$ cat src/hw/pcxb_pkg.sv
package pcxb_pkg;

  // ==========================================================================
  // Pin map: ports 0-2 reach the crossbar, ports 3-5 are plain I/O,
  // and port 6 is open-drain only.
  // ==========================================================================
  localparam int PIN_COUNT  = 45;
  localparam int XBAR_PINS  = 24;
  localparam int BANK_COUNT = 6;
  localparam int P6_FIRST   = 43;
  localparam int DEBUG_PIN  = 42;
  // Pin to read-back delay: two synchroniser flops and the read register.
  localparam int READ_LATENCY = 3;

  // ==========================================================================
  // Crossbar resources in priority order, highest first.
  // ==========================================================================
  localparam int RES_COUNT  = 7;
  localparam int RES_TX     = 0;
  localparam int RES_RX     = 1;
  localparam int RES_SDA    = 2;
  localparam int RES_SCL    = 3;
  localparam int RES_SYSCLK = 4;
  localparam int RES_T0     = 5;
  localparam int RES_T1     = 6;

  // ==========================================================================
  // Field positions in the three crossbar configuration registers.
  // ==========================================================================
  localparam int CFG0_UART_SEL   = 0;
  localparam int CFG0_SMBUS_SEL  = 1;
  localparam int CFG1_SYSCLK_SEL = 0;
  localparam int CFG1_T0_SEL     = 1;
  localparam int CFG1_T1_SEL     = 2;
  localparam int CFG1_WEAK_PUD   = 7;
  localparam int CFG2_XBAR_EN    = 6;

  // ==========================================================================
  // Reset values.
  // ==========================================================================
  localparam logic [PIN_COUNT-1:0] IN_MODE_RST  = '1;
  localparam logic [PIN_COUNT-1:0] OUT_MODE_RST = '0;
  localparam logic [XBAR_PINS-1:0] SKIP_RST     = '0;
  localparam logic [7:0]           CFG_RST      = 8'h00;
  localparam logic [XBAR_PINS-1:0] LSB_ONE      = 24'h00_0001;

  // Crossbar configuration registers travel together.
  typedef struct packed {
    logic [7:0] cfg2;
    logic [7:0] cfg1;
    logic [7:0] cfg0;
  } pcxb_xbar_cfg_t;

  // Peripheral side of each crossbar resource.
  typedef struct packed {
    logic [RES_COUNT-1:0] value;
    logic [RES_COUNT-1:0] drive;
  } pcxb_periph_t;

endpackage : pcxb_pkg

$ cat src/hw/pcxb_port_io.sv
`timescale 1ns/1ns
// Overview of operation
// - Ports 0-2 crossbar or analog; 3-6 GPIO or analog.
// - Port latch read shows pin state on digital pins; analog pins read low.
// - Per-pin push-pull or open-drain output select.
// - Two drive strengths per bank, ports 0-5.
// - Port 6 is open-drain only, never push-pull.
// - Port 5 pin 2 shares debug data line.
// - Input mode bit: 1 digital, 0 analog.
// - Analog pins: no pullup, driver, or receiver.
// - Input mode resets to digital on every pin.
// - Pullup-disable clear enables pullups on open-drain pins.
// - Pullup-disable bit ignores push-pull pins.
// - Pullup off while pin drives low.
// - Crossbar enable bit activates selected peripheral routing.
// - Crossbar off: pins are plain inputs, except the debug pin while debug is active.
// - Output drivers only on while crossbar enabled, or on the debug pin while debug is active.
// - Each resource takes lowest unassigned pin, in priority.
// - Skipped pins count as already assigned.
// - Two-wire bus and serial port take pin pairs.
module pcxb_port_io #(
  parameter int PINS = pcxb_pkg::PIN_COUNT,
  parameter int XP   = pcxb_pkg::XBAR_PINS,
  parameter int RES  = pcxb_pkg::RES_COUNT
) (
  // Clock and reset.
  input  wire logic                    clk,
  input  wire logic                    rst,
  // Configuration written by software.
  input  wire logic [PINS-1:0]         port_input_mode_reg,
  input  wire logic [PINS-1:0]         port_output_mode_reg,
  input  wire logic [XP-1:0]           port_skip_reg,
  input  wire pcxb_pkg::pcxb_xbar_cfg_t xbar_cfg,
  input  wire logic [pcxb_pkg::BANK_COUNT-1:0] bank_drive_sel,
  // Port latch and read-back.
  input  wire logic [PINS-1:0]         port_latch,
  output logic [PINS-1:0]              port_read,
  // Crossbar peripherals.
  input  wire pcxb_pkg::pcxb_periph_t  periph,
  output logic [RES-1:0]               periph_in,
  // Debug data line.
  input  wire logic                    debug_active,
  input  wire logic                    debug_data_out,
  input  wire logic                    debug_data_drive,
  output logic                         debug_data_signal,
  // Pin cells.
  input  wire logic [PINS-1:0]         pin_in,
  output logic [PINS-1:0]              pin_out,
  output logic [PINS-1:0]              pin_oe_n,
  output logic [PINS-1:0]              pin_pullup_en,
  output logic [PINS-1:0]              pin_rx_en,
  output logic [pcxb_pkg::BANK_COUNT-1:0] bank_high_drive
);

  // ==========================================================================
  // Configuration registers
  // ==========================================================================
  logic [PINS-1:0]          in_mode;
  logic [PINS-1:0]          out_mode;
  logic [XP-1:0]            skip;
  pcxb_pkg::pcxb_xbar_cfg_t xcfg;
  logic [PINS-1:0]          sync1;
  logic [PINS-1:0]          sync2;

  // Software settings are held here so reset values are defined locally.
  always_ff @(posedge clk) begin
    if (rst) begin
      in_mode  <= pcxb_pkg::IN_MODE_RST;
      out_mode <= pcxb_pkg::OUT_MODE_RST;
      skip     <= pcxb_pkg::SKIP_RST;
      xcfg     <= {pcxb_pkg::CFG_RST, pcxb_pkg::CFG_RST, pcxb_pkg::CFG_RST};
    end else begin
      in_mode  <= port_input_mode_reg;
      out_mode <= port_output_mode_reg;
      skip     <= port_skip_reg;
      xcfg     <= xbar_cfg;
    end
  end

  // Pins are asynchronous to clk, so they pass two flops first.
  always_ff @(posedge clk) begin
    sync1 <= pin_in;
    sync2 <= sync1;
  end

  // ==========================================================================
  // Crossbar allocation
  // ==========================================================================
  // Isolates the lowest free pin; reused by every resource stage.
  function automatic logic [XP-1:0] pick_lowest(input logic [XP-1:0] free);
    pick_lowest = free & (~free + pcxb_pkg::LSB_ONE);
  endfunction : pick_lowest

  logic                     xbar_en;
  logic                     weak_pud;
  logic [RES-1:0]           res_en;
  logic [RES:0][XP-1:0]     taken;
  logic [RES-1:0][XP-1:0]   sel;

  // Pair selects enable both pins of their peripheral at once.
  assign xbar_en  = xcfg.cfg2[pcxb_pkg::CFG2_XBAR_EN];
  assign weak_pud = xcfg.cfg1[pcxb_pkg::CFG1_WEAK_PUD];
  assign res_en[pcxb_pkg::RES_TX]     = xcfg.cfg0[pcxb_pkg::CFG0_UART_SEL];
  assign res_en[pcxb_pkg::RES_RX]     = xcfg.cfg0[pcxb_pkg::CFG0_UART_SEL];
  assign res_en[pcxb_pkg::RES_SDA]    = xcfg.cfg0[pcxb_pkg::CFG0_SMBUS_SEL];
  assign res_en[pcxb_pkg::RES_SCL]    = xcfg.cfg0[pcxb_pkg::CFG0_SMBUS_SEL];
  assign res_en[pcxb_pkg::RES_SYSCLK] = xcfg.cfg1[pcxb_pkg::CFG1_SYSCLK_SEL];
  assign res_en[pcxb_pkg::RES_T0]     = xcfg.cfg1[pcxb_pkg::CFG1_T0_SEL];
  assign res_en[pcxb_pkg::RES_T1]     = xcfg.cfg1[pcxb_pkg::CFG1_T1_SEL];

  // Skipped pins seed the taken mask, so they look already assigned.
  assign taken[0] = skip;

  // Each stage grabs the lowest pin left by the stages above it.
  // A resource with no pin left simply gets none.
  genvar k;
  generate
    for (k = 0; k < RES; k++) begin : g_alloc
      assign sel[k]     = res_en[k] ? pick_lowest(~taken[k]) : '0;
      assign taken[k+1] = taken[k] | sel[k];
    end
  endgenerate

  // ==========================================================================
  // Per-pin drive decision
  // ==========================================================================
  logic [PINS-1:0] val;
  logic [PINS-1:0] req;
  logic [PINS-1:0] push_pull;
  logic [PINS-1:0] dig;
  logic [PINS-1:0] gate;
  logic [PINS-1:0] next_oe_n;
  logic [PINS-1:0] next_pullup;
  logic [RES-1:0]  next_periph_in;

  genvar i;
  generate
    for (i = 0; i < PINS; i++) begin : g_pin
      logic [RES-1:0] col;
      logic           own;
      logic           dbg;
      if (i < XP) begin : g_xbar
        for (k = 0; k < RES; k++) begin : g_col
          assign col[k] = xbar_en & sel[k][i];
        end
      end else begin : g_gpio
        assign col = '0;
      end
      assign own = |col;
      assign dbg = (i == pcxb_pkg::DEBUG_PIN) && debug_active;
      // An active debug pin follows the debug data, peripheral-owned pins the peripheral, others the latch.
      assign val[i] = dbg ? debug_data_out :
                      own ? |(col & periph.value) : port_latch[i];
      assign req[i] = dbg ? debug_data_drive :
                      own ? |(col & periph.drive) : 1'b1;
      // Port 6 never drives high; its mode bit is ignored.
      assign push_pull[i] = (i >= pcxb_pkg::P6_FIRST) ? 1'b0 :
                            (dbg | out_mode[i]);
      assign dig[i]  = in_mode[i];
      // The debug line works even with the crossbar off.
      assign gate[i] = dig[i] & (xbar_en | dbg);
    end
  endgenerate

  // Open-drain only pulls low; a driven low turns the pullup off.
  assign next_oe_n   = ~(gate & req & (push_pull | ~val));
  assign next_pullup = dig & ~push_pull & {PINS{~weak_pud}} &
                       ~(~next_oe_n & ~val);

  // Inputs to peripherals come from whichever pin each one owns.
  generate
    for (k = 0; k < RES; k++) begin : g_pin_in
      assign next_periph_in[k] = |(sel[k] & sync2[XP-1:0] & in_mode[XP-1:0]);
    end
  endgenerate

  // ==========================================================================
  // Output registers
  // ==========================================================================
  // Pad controls are registered so the pads never see decode glitches.
  always_ff @(posedge clk) begin
    if (rst) begin
      pin_out         <= '0;
      pin_oe_n        <= '1;
      pin_pullup_en   <= '0;
      pin_rx_en       <= '0;
      bank_high_drive <= '0;
    end else begin
      pin_out         <= val;
      pin_oe_n        <= next_oe_n;
      pin_pullup_en   <= next_pullup;
      pin_rx_en       <= dig;
      bank_high_drive <= bank_drive_sel;
    end
  end

  // Read-back ignores the crossbar; analog pins read low.
  always_ff @(posedge clk) begin
    if (rst) begin
      port_read         <= '0;
      periph_in         <= '0;
      debug_data_signal <= 1'b0;
    end else begin
      port_read         <= sync2 & in_mode;
      periph_in         <= xbar_en ? next_periph_in : '0;
      debug_data_signal <= sync2[pcxb_pkg::DEBUG_PIN];
    end
  end

  // ==========================================================================
  // Assertions
  // ==========================================================================
  logic [PINS-1:0] p6_mask;
  assign p6_mask = {PINS{1'b1}} << pcxb_pkg::P6_FIRST;

  // Union of every stage's grant, so the skip check covers each resource.
  logic [XP-1:0] sel_union;
  always_comb begin
    sel_union = '0;
    for (int n = 0; n < RES; n++) begin
      sel_union = sel_union | sel[n];
    end
  end
endmodule : pcxb_port_io

$ cat config.mk
export PLATFORM = sky130hd
export DESIGN_NAME = pcxb_port_io
export DESIGN_NICKNAME = d
export VERILOG_FILES = /design/src/hw/pcxb_pkg.sv /design/src/hw/pcxb_port_io.sv
export SDC_FILE = /design/constraint.sdc
export NUM_CORES = 1
export LEC_CHECK = 0
export BUFFER_PORTS_ARGS = -buffer_cell sky130_fd_sc_hd__buf_2
export CAP_MARGIN = 40
export CORE_ASPECT_RATIO = 1.1
export CORE_MARGIN = 1.5
export CORE_UTILIZATION = 54
export CTS_BUF_LIST = sky130_fd_sc_hd__clkbuf_16
export CTS_CLUSTER_SIZE = 10
export DETAILED_ROUTE_END_ITERATION = 10
export PLACE_DENSITY = 0.8
export SYNTH_ARGS = -nofsm -noshare
export SYNTH_HDL_FRONTEND = slang
export SYNTH_SLANG_ARGS = --single-unit
$ cat constraint.sdc
create_clock -name clk -period 7.04 [get_ports clk]
set_clock_uncertainty 0.2 [all_clocks]
set_input_delay 0 -clock clk [delete_from_list [all_inputs] [get_ports clk]]
set_output_delay 0 -clock clk [all_outputs]
set_load 0.03 [all_outputs]
==> results of run 1 <==
per-stage QoR:
step	utilization (%)	instance area, um2	setup slack, ns
after floorplan	-	21200	1.71
after CTS	76.9	29600	0.566
after detailed placement	63.5	24400	0.593
after global placement	63.4	24400	0.746
cell families after synthesis:
kind of cell | count (synthesis)
AOI/OAI and AO/OA | 645
xor gates and xnor gates | 20
adders and majority gates | 13
buffers and inverters | 211
DFF | 448
muxes | 30
and+or+nand+nor | 1177
synth_stat cells, types with 10 or more instances:
| master | count | share of area [%] |
|---|---|---|
| clkbuf_1 | 116 | 2.1 |
| a31oi_1 | 34 | 1.0 |
| a221oi_1 | 25 | 1.0 |
| nand4_1 | 15 | 0.44 |
| a221o_1 | 25 | 1.2 |
| o31ai_1 | 21 | 0.74 |
| o211ai_1 | 36 | 1.3 |
| nor2b_1 | 153 | 4.5 |
| o41ai_1 | 10 | 0.41 |
| nor3b_1 | 12 | 0.42 |
| a22o_1 | 15 | 0.62 |
| nand3b_1 | 19 | 0.67 |
| a211o_1 | 10 | 0.41 |
| nor3_1 | 104 | 2.5 |
| nor2_1 | 222 | 3.9 |
| o21ai_0 | 98 | 2.3 |
| buf_2 | 25 | 0.59 |
| or4_1 | 14 | 0.50 |
| buf_1 | 21 | 0.37 |
| a21o_1 | 10 | 0.35 |
| or2_2 | 54 | 1.6 |
| and3_1 | 29 | 0.86 |
| dfxtp_1 | 448 | 42 |
| nor4_1 | 53 | 1.6 |
| or3_1 | 17 | 0.50 |
| o22ai_1 | 20 | 0.59 |
| nand3_1 | 118 | 2.8 |
| o2111ai_1 | 12 | 0.50 |
| maj3_1 | 12 | 0.57 |
| mux2i_1 | 25 | 1.2 |
| o2111a_1 | 19 | 1.0 |
| xnor2_1 | 16 | 0.66 |
| a222oi_1 | 17 | 0.80 |
| nand2_1 | 268 | 4.7 |
| a32oi_1 | 11 | 0.45 |
| o21a_1 | 12 | 0.42 |
| inv_1 | 43 | 0.76 |
| and4_1 | 11 | 0.45 |
| a21oi_1 | 127 | 3.0 |
| a211oi_1 | 22 | 0.78 |
| a22oi_1 | 12 | 0.42 |
| and2_1 | 42 | 1.2 |
repair_timing:
action,4_1_cts
gates resized for setup,0
hold buffers,375
setup endpoints to repair,0
hold endpoints to repair,324
per-layer routing:
| layer | GRT usage (%) | overflow |
|---|---|---|
| met2 | 90.6 | 43 |
| met1 | 81.7 | 11 |
| met5 | 43.8 | 0 |
| met4 | 72.1 | 46 |
| met3 | 67.1 | 12 |
==> impl_metrics.yaml, run 1 <==
outcome:
  status: "aborted with a tool error"
  haltStage: "global routing"
  stop_error: "[ERROR GRT-0232] Routing congestion too high. Check the congestion heatmap in the GUI."
global_routing:
  grt.overflow.total: 112
  track_usage_pct: 78.7
  grt_max_degree: 110
  antenna_found_initial: 37
synthesis:
  synth_top_family_by_area: "simple AND/OR/NAND/NOR gates"
  synth_area_um2: 21200
  synth_nets: 2797
  yosys_most_used_dff: "dfxtp_1"
  synth_fa_ha_area_share_pct: 0.619
  synth_compound_area_share_pct: 22.1
  synthCells: 2544
  synth_area_per_cell_um2: 8.34
  synth_edf_count: 0
  synthSimpleGateAreaFrac_pct: 28.8
  synth_mux_area_share_pct: 1.44
  synth_xor_area_share_pct: 0.826
  yosys_warnings: 0
  seq_area_frac_synth_pct: 42.3
  synthArstFlopShare_pct: 0
  ys_ff_latch: 448
  ys_types: 99
clock_network:
  clock-sinks: 448
  cts_made_buffers: 51
  ctsRootBufferMaster: "clkbuf_16"
  post_cts_buffers: 0
  cts-htree-levels: 2
  cts_buffer_depth: 3
placement:
  place.gp.congestion: 1.01
  place_hpwl_um: 71100
  io_buffer_count: 472
  dp.cells: 3468
sta:
  worst_endpoint: "pin_pullup_en[22]$_SDFF_PP0_/D"
  worst-ep-kind: "sequential cell input"
floorplan:
  start_util_pct: 55.1
  die_x_um: 192
  die_h_um: 211
  num_io_pins: 492
  rows: 75
==> inputs of run 2 (changes only) <==
CORE_ASPECT_RATIO = not set   (was 1.1)
CORE_UTILIZATION = 40   (was 54)
CTS_BUF_LIST = not set   (was sky130_fd_sc_hd__clkbuf_16)
CTS_CLUSTER_SIZE = not set   (was 10)
PLACE_DENSITY = not set   (was 0.8)
PLACE_DENSITY_LB_ADDON = 0.15   (was not set)
==> impl_metrics.yaml, run 2 <==
outcome:
  status: "completed"
global_routing:
  grt.overflow.total: 0
  grt_pass1_vias: 24653
  grt_max_degree: 119
  track_usage_pct: 36.0
  grt_pass1_wl_um: 149000
  antenna_found_initial: 6
sta:
  rsz0062_at_grt: "no"
  timing.slew.headroom_pct: 37.6
  min_period_ns: 6.48
  max_freq_mhz: 154
  worstMarginPinSlew_ns: 0.927
  hold_violations: 0
  setup_viol_count_final: 0
  setup_tns_ns: 0
  maxSlewViolCount: 0
  period_share_pct: 92.0
floorplan:
  num_io_pins: 492
  die_h_um: 233
  die_x_um: 233
  core_um2: 52400
  die_area_um2: 54400
  start_util_pct: 40.5
  rows: 84
synthesis:
  yosysTopAreaCell: "dfxtp_1"
  synth_area_leaders: "dfxtp_1, nand2_1, nor2b_1"
  synth_nets: 2797
  synth_xor_area_share_pct: 0.826
  synthTopCellsByCount: "dfxtp_1, nand2_1, nor2_1, nor2b_1, a21oi_1"
  yosys_warnings: 0
  synth_area_per_cell_um2: 8.34
  yosys_most_used_dff: "dfxtp_1"
  synth_top_family_by_area: "simple AND/OR/NAND/NOR gates"
  yosysMostFrequentCell: "dfxtp_1"
  ys_types: 99
  ys_ff_latch: 448
  synth_fa_ha_area_share_pct: 0.619
  synth_mux_area_share_pct: 1.44
  synthSimpleGateAreaFrac_pct: 28.8
  synth_area_um2: 21200
  synthCells: 2544
  seq_area_frac_synth_pct: 42.3
  synth_edf_count: 0
  synthArstFlopShare_pct: 0
  synth_top_area_share_pct: 42.3
  synth_compound_area_share_pct: 22.1
layout:
  drive_above_1_share_pct: 22.3
  layout_common_cells: "buf_2, dfxtp_1, dlygate4sd3_1"
  final_common_cell: "buf_2"
  final_nets: 3694
  syn_to_final_growth_pct: 44.0
drt:
  vias: 24560
  first_iter_violations: 2039
  antenna_left: 0
  post-route-drc-count: 0
  drt-wirelength-per-cell_um: 24.3
  first_pass_iters: 6
  wirelength_um: 101000
  drt-vias-per-instance: 5.89
clock_network:
  clock-sinks: 448
  cts_tree: "yes"
  cts_made_buffers: 47
  clkLatencyLatePin_ns: 0.62
  clk_pin_slew_ns: 0.06
  cts-htree-levels: 2
  ctsRootBufferMaster: "clkbuf_16"
  cts_buffer_depth: 3
  post_cts_resized: 0
power_and_ir_drop:
  power.leakage_uw: 0.0127
  ir_worst_vdd_uv: 213
  powerDensity_nw_per_um2: 209
  finalPower_uw: 6390
worst_setup_path:
  worstPathMaxFanout: 17
  end_kind: "register"
  cp.arrival_ns: 6.73
  required_ns: 7.29
  path_class: "register to register"
  setup.worst_path.start_class: "register"
placement:
  io_buffer_count: 472
  place.gp.congestion: 0.968
  place_hpwl_um: 71200
hold_path:
  worstHoldPathType: "input pin to register"
flow_run:
  drv_cap: 0
run 2: final timing paths:
path	depth (start not counted)	slack, ns	from	to
max	20	0.56	skip[4]	pin_out[18]
min reg2reg	0	0.10	sync1[6]	sync2[6]
max reg2reg	20	0.56	skip[4]	pin_out[18]
min	3	0.01	port_output_mode_reg[16]	out_mode[16]
run 2: timing repair:
action	CTS	global route
hold buffers	428	0
hold endpoints to repair	324	0
buffers inserted	0	0
run 2: metal layers:
layer  up-vias  part of all wire [%]  track usage (%)
met5         -                     0                0
met4         0                   6.7             22.2
met3       379                   6.8             6.02
met2      1232                    49             62.7
met1     11815                    38             41.0
li1      11134                     -                -
run 2: logic make-up (layout without fill, tap and decap cells):
kind of cell,after synthesis,after routing
XOR/XNOR,20,20
AO/OA/AOI/OAI,645,645
buffers and inverters,211,1144
AND/OR/NAND/NOR,1177,1177
other,0,6
flip-flops,448,448
adder cells (fa/ha/maj),13,13
multiplexers,30,30
run 2: final cells by class:
type | count | area, um2
Antenna cell | 6 | 15.0
Clock buffer | 66 | 1410
Clock inverter | 19 | 208
Fill cell | 4585 | 21900
Inverter | 45 | 169
Multi-Input combinational cell | 1885 | 11400
Sequential cell | 448 | 8970
Tap cell | 688 | 861
Timing Repair Buffer | 1014 | 7510
run 2: worst max-delay path, cell delays in order, from the launching register on:
cell           delay, ns
dfxtp_1             0.70
and2_0              0.38
nand2_1             0.16
o21ai_0             0.41
a211oi_2            0.27
nor3_2              0.61
a41o_1              0.29
o211a_2             0.39
nor3_1              0.17
nor4_1              0.20
buf_4               0.16
o211ai_1            0.13
maj3_1              0.39
o221ai_1            0.18
nand2b_1            0.15
buf_4               0.17
nand2b_1            0.19
o21ba_2             0.21
a21oi_1             0.29
dlygate4sd3_1       0.61
nor2_1              0.04
run 2: where the power goes:
part / switching [uW] / leakage, uW / internal, uW / total [uW]
sequential: 96.0 / 0.00373 / 2670 / 2770
combinational: 630 / 0.00814 / 413 / 1040
clock: 1090 / 0.000802 / 1480 / 2570
run 2: metrics by stage:
stage          cells  util [%]  instance area [um2]  hold WS (ns)  setup WS (ns)
6_report        4171      58.3                30600        0.0105          0.560
5_1_grt         4168      58.3                30600       0.00570          0.121
4_1_cts         4165      58.2                30500       0.00227          0.603
3_5_place_dp    3652      47.0                24600       -0.0964          0.746
3_3_place_gp    3652      47.0                24600       -0.0978          0.765
2_1_floorplan   2544         -                21200        -0.172           1.71
No activity file was read; power rests on OpenSTA's default activity.
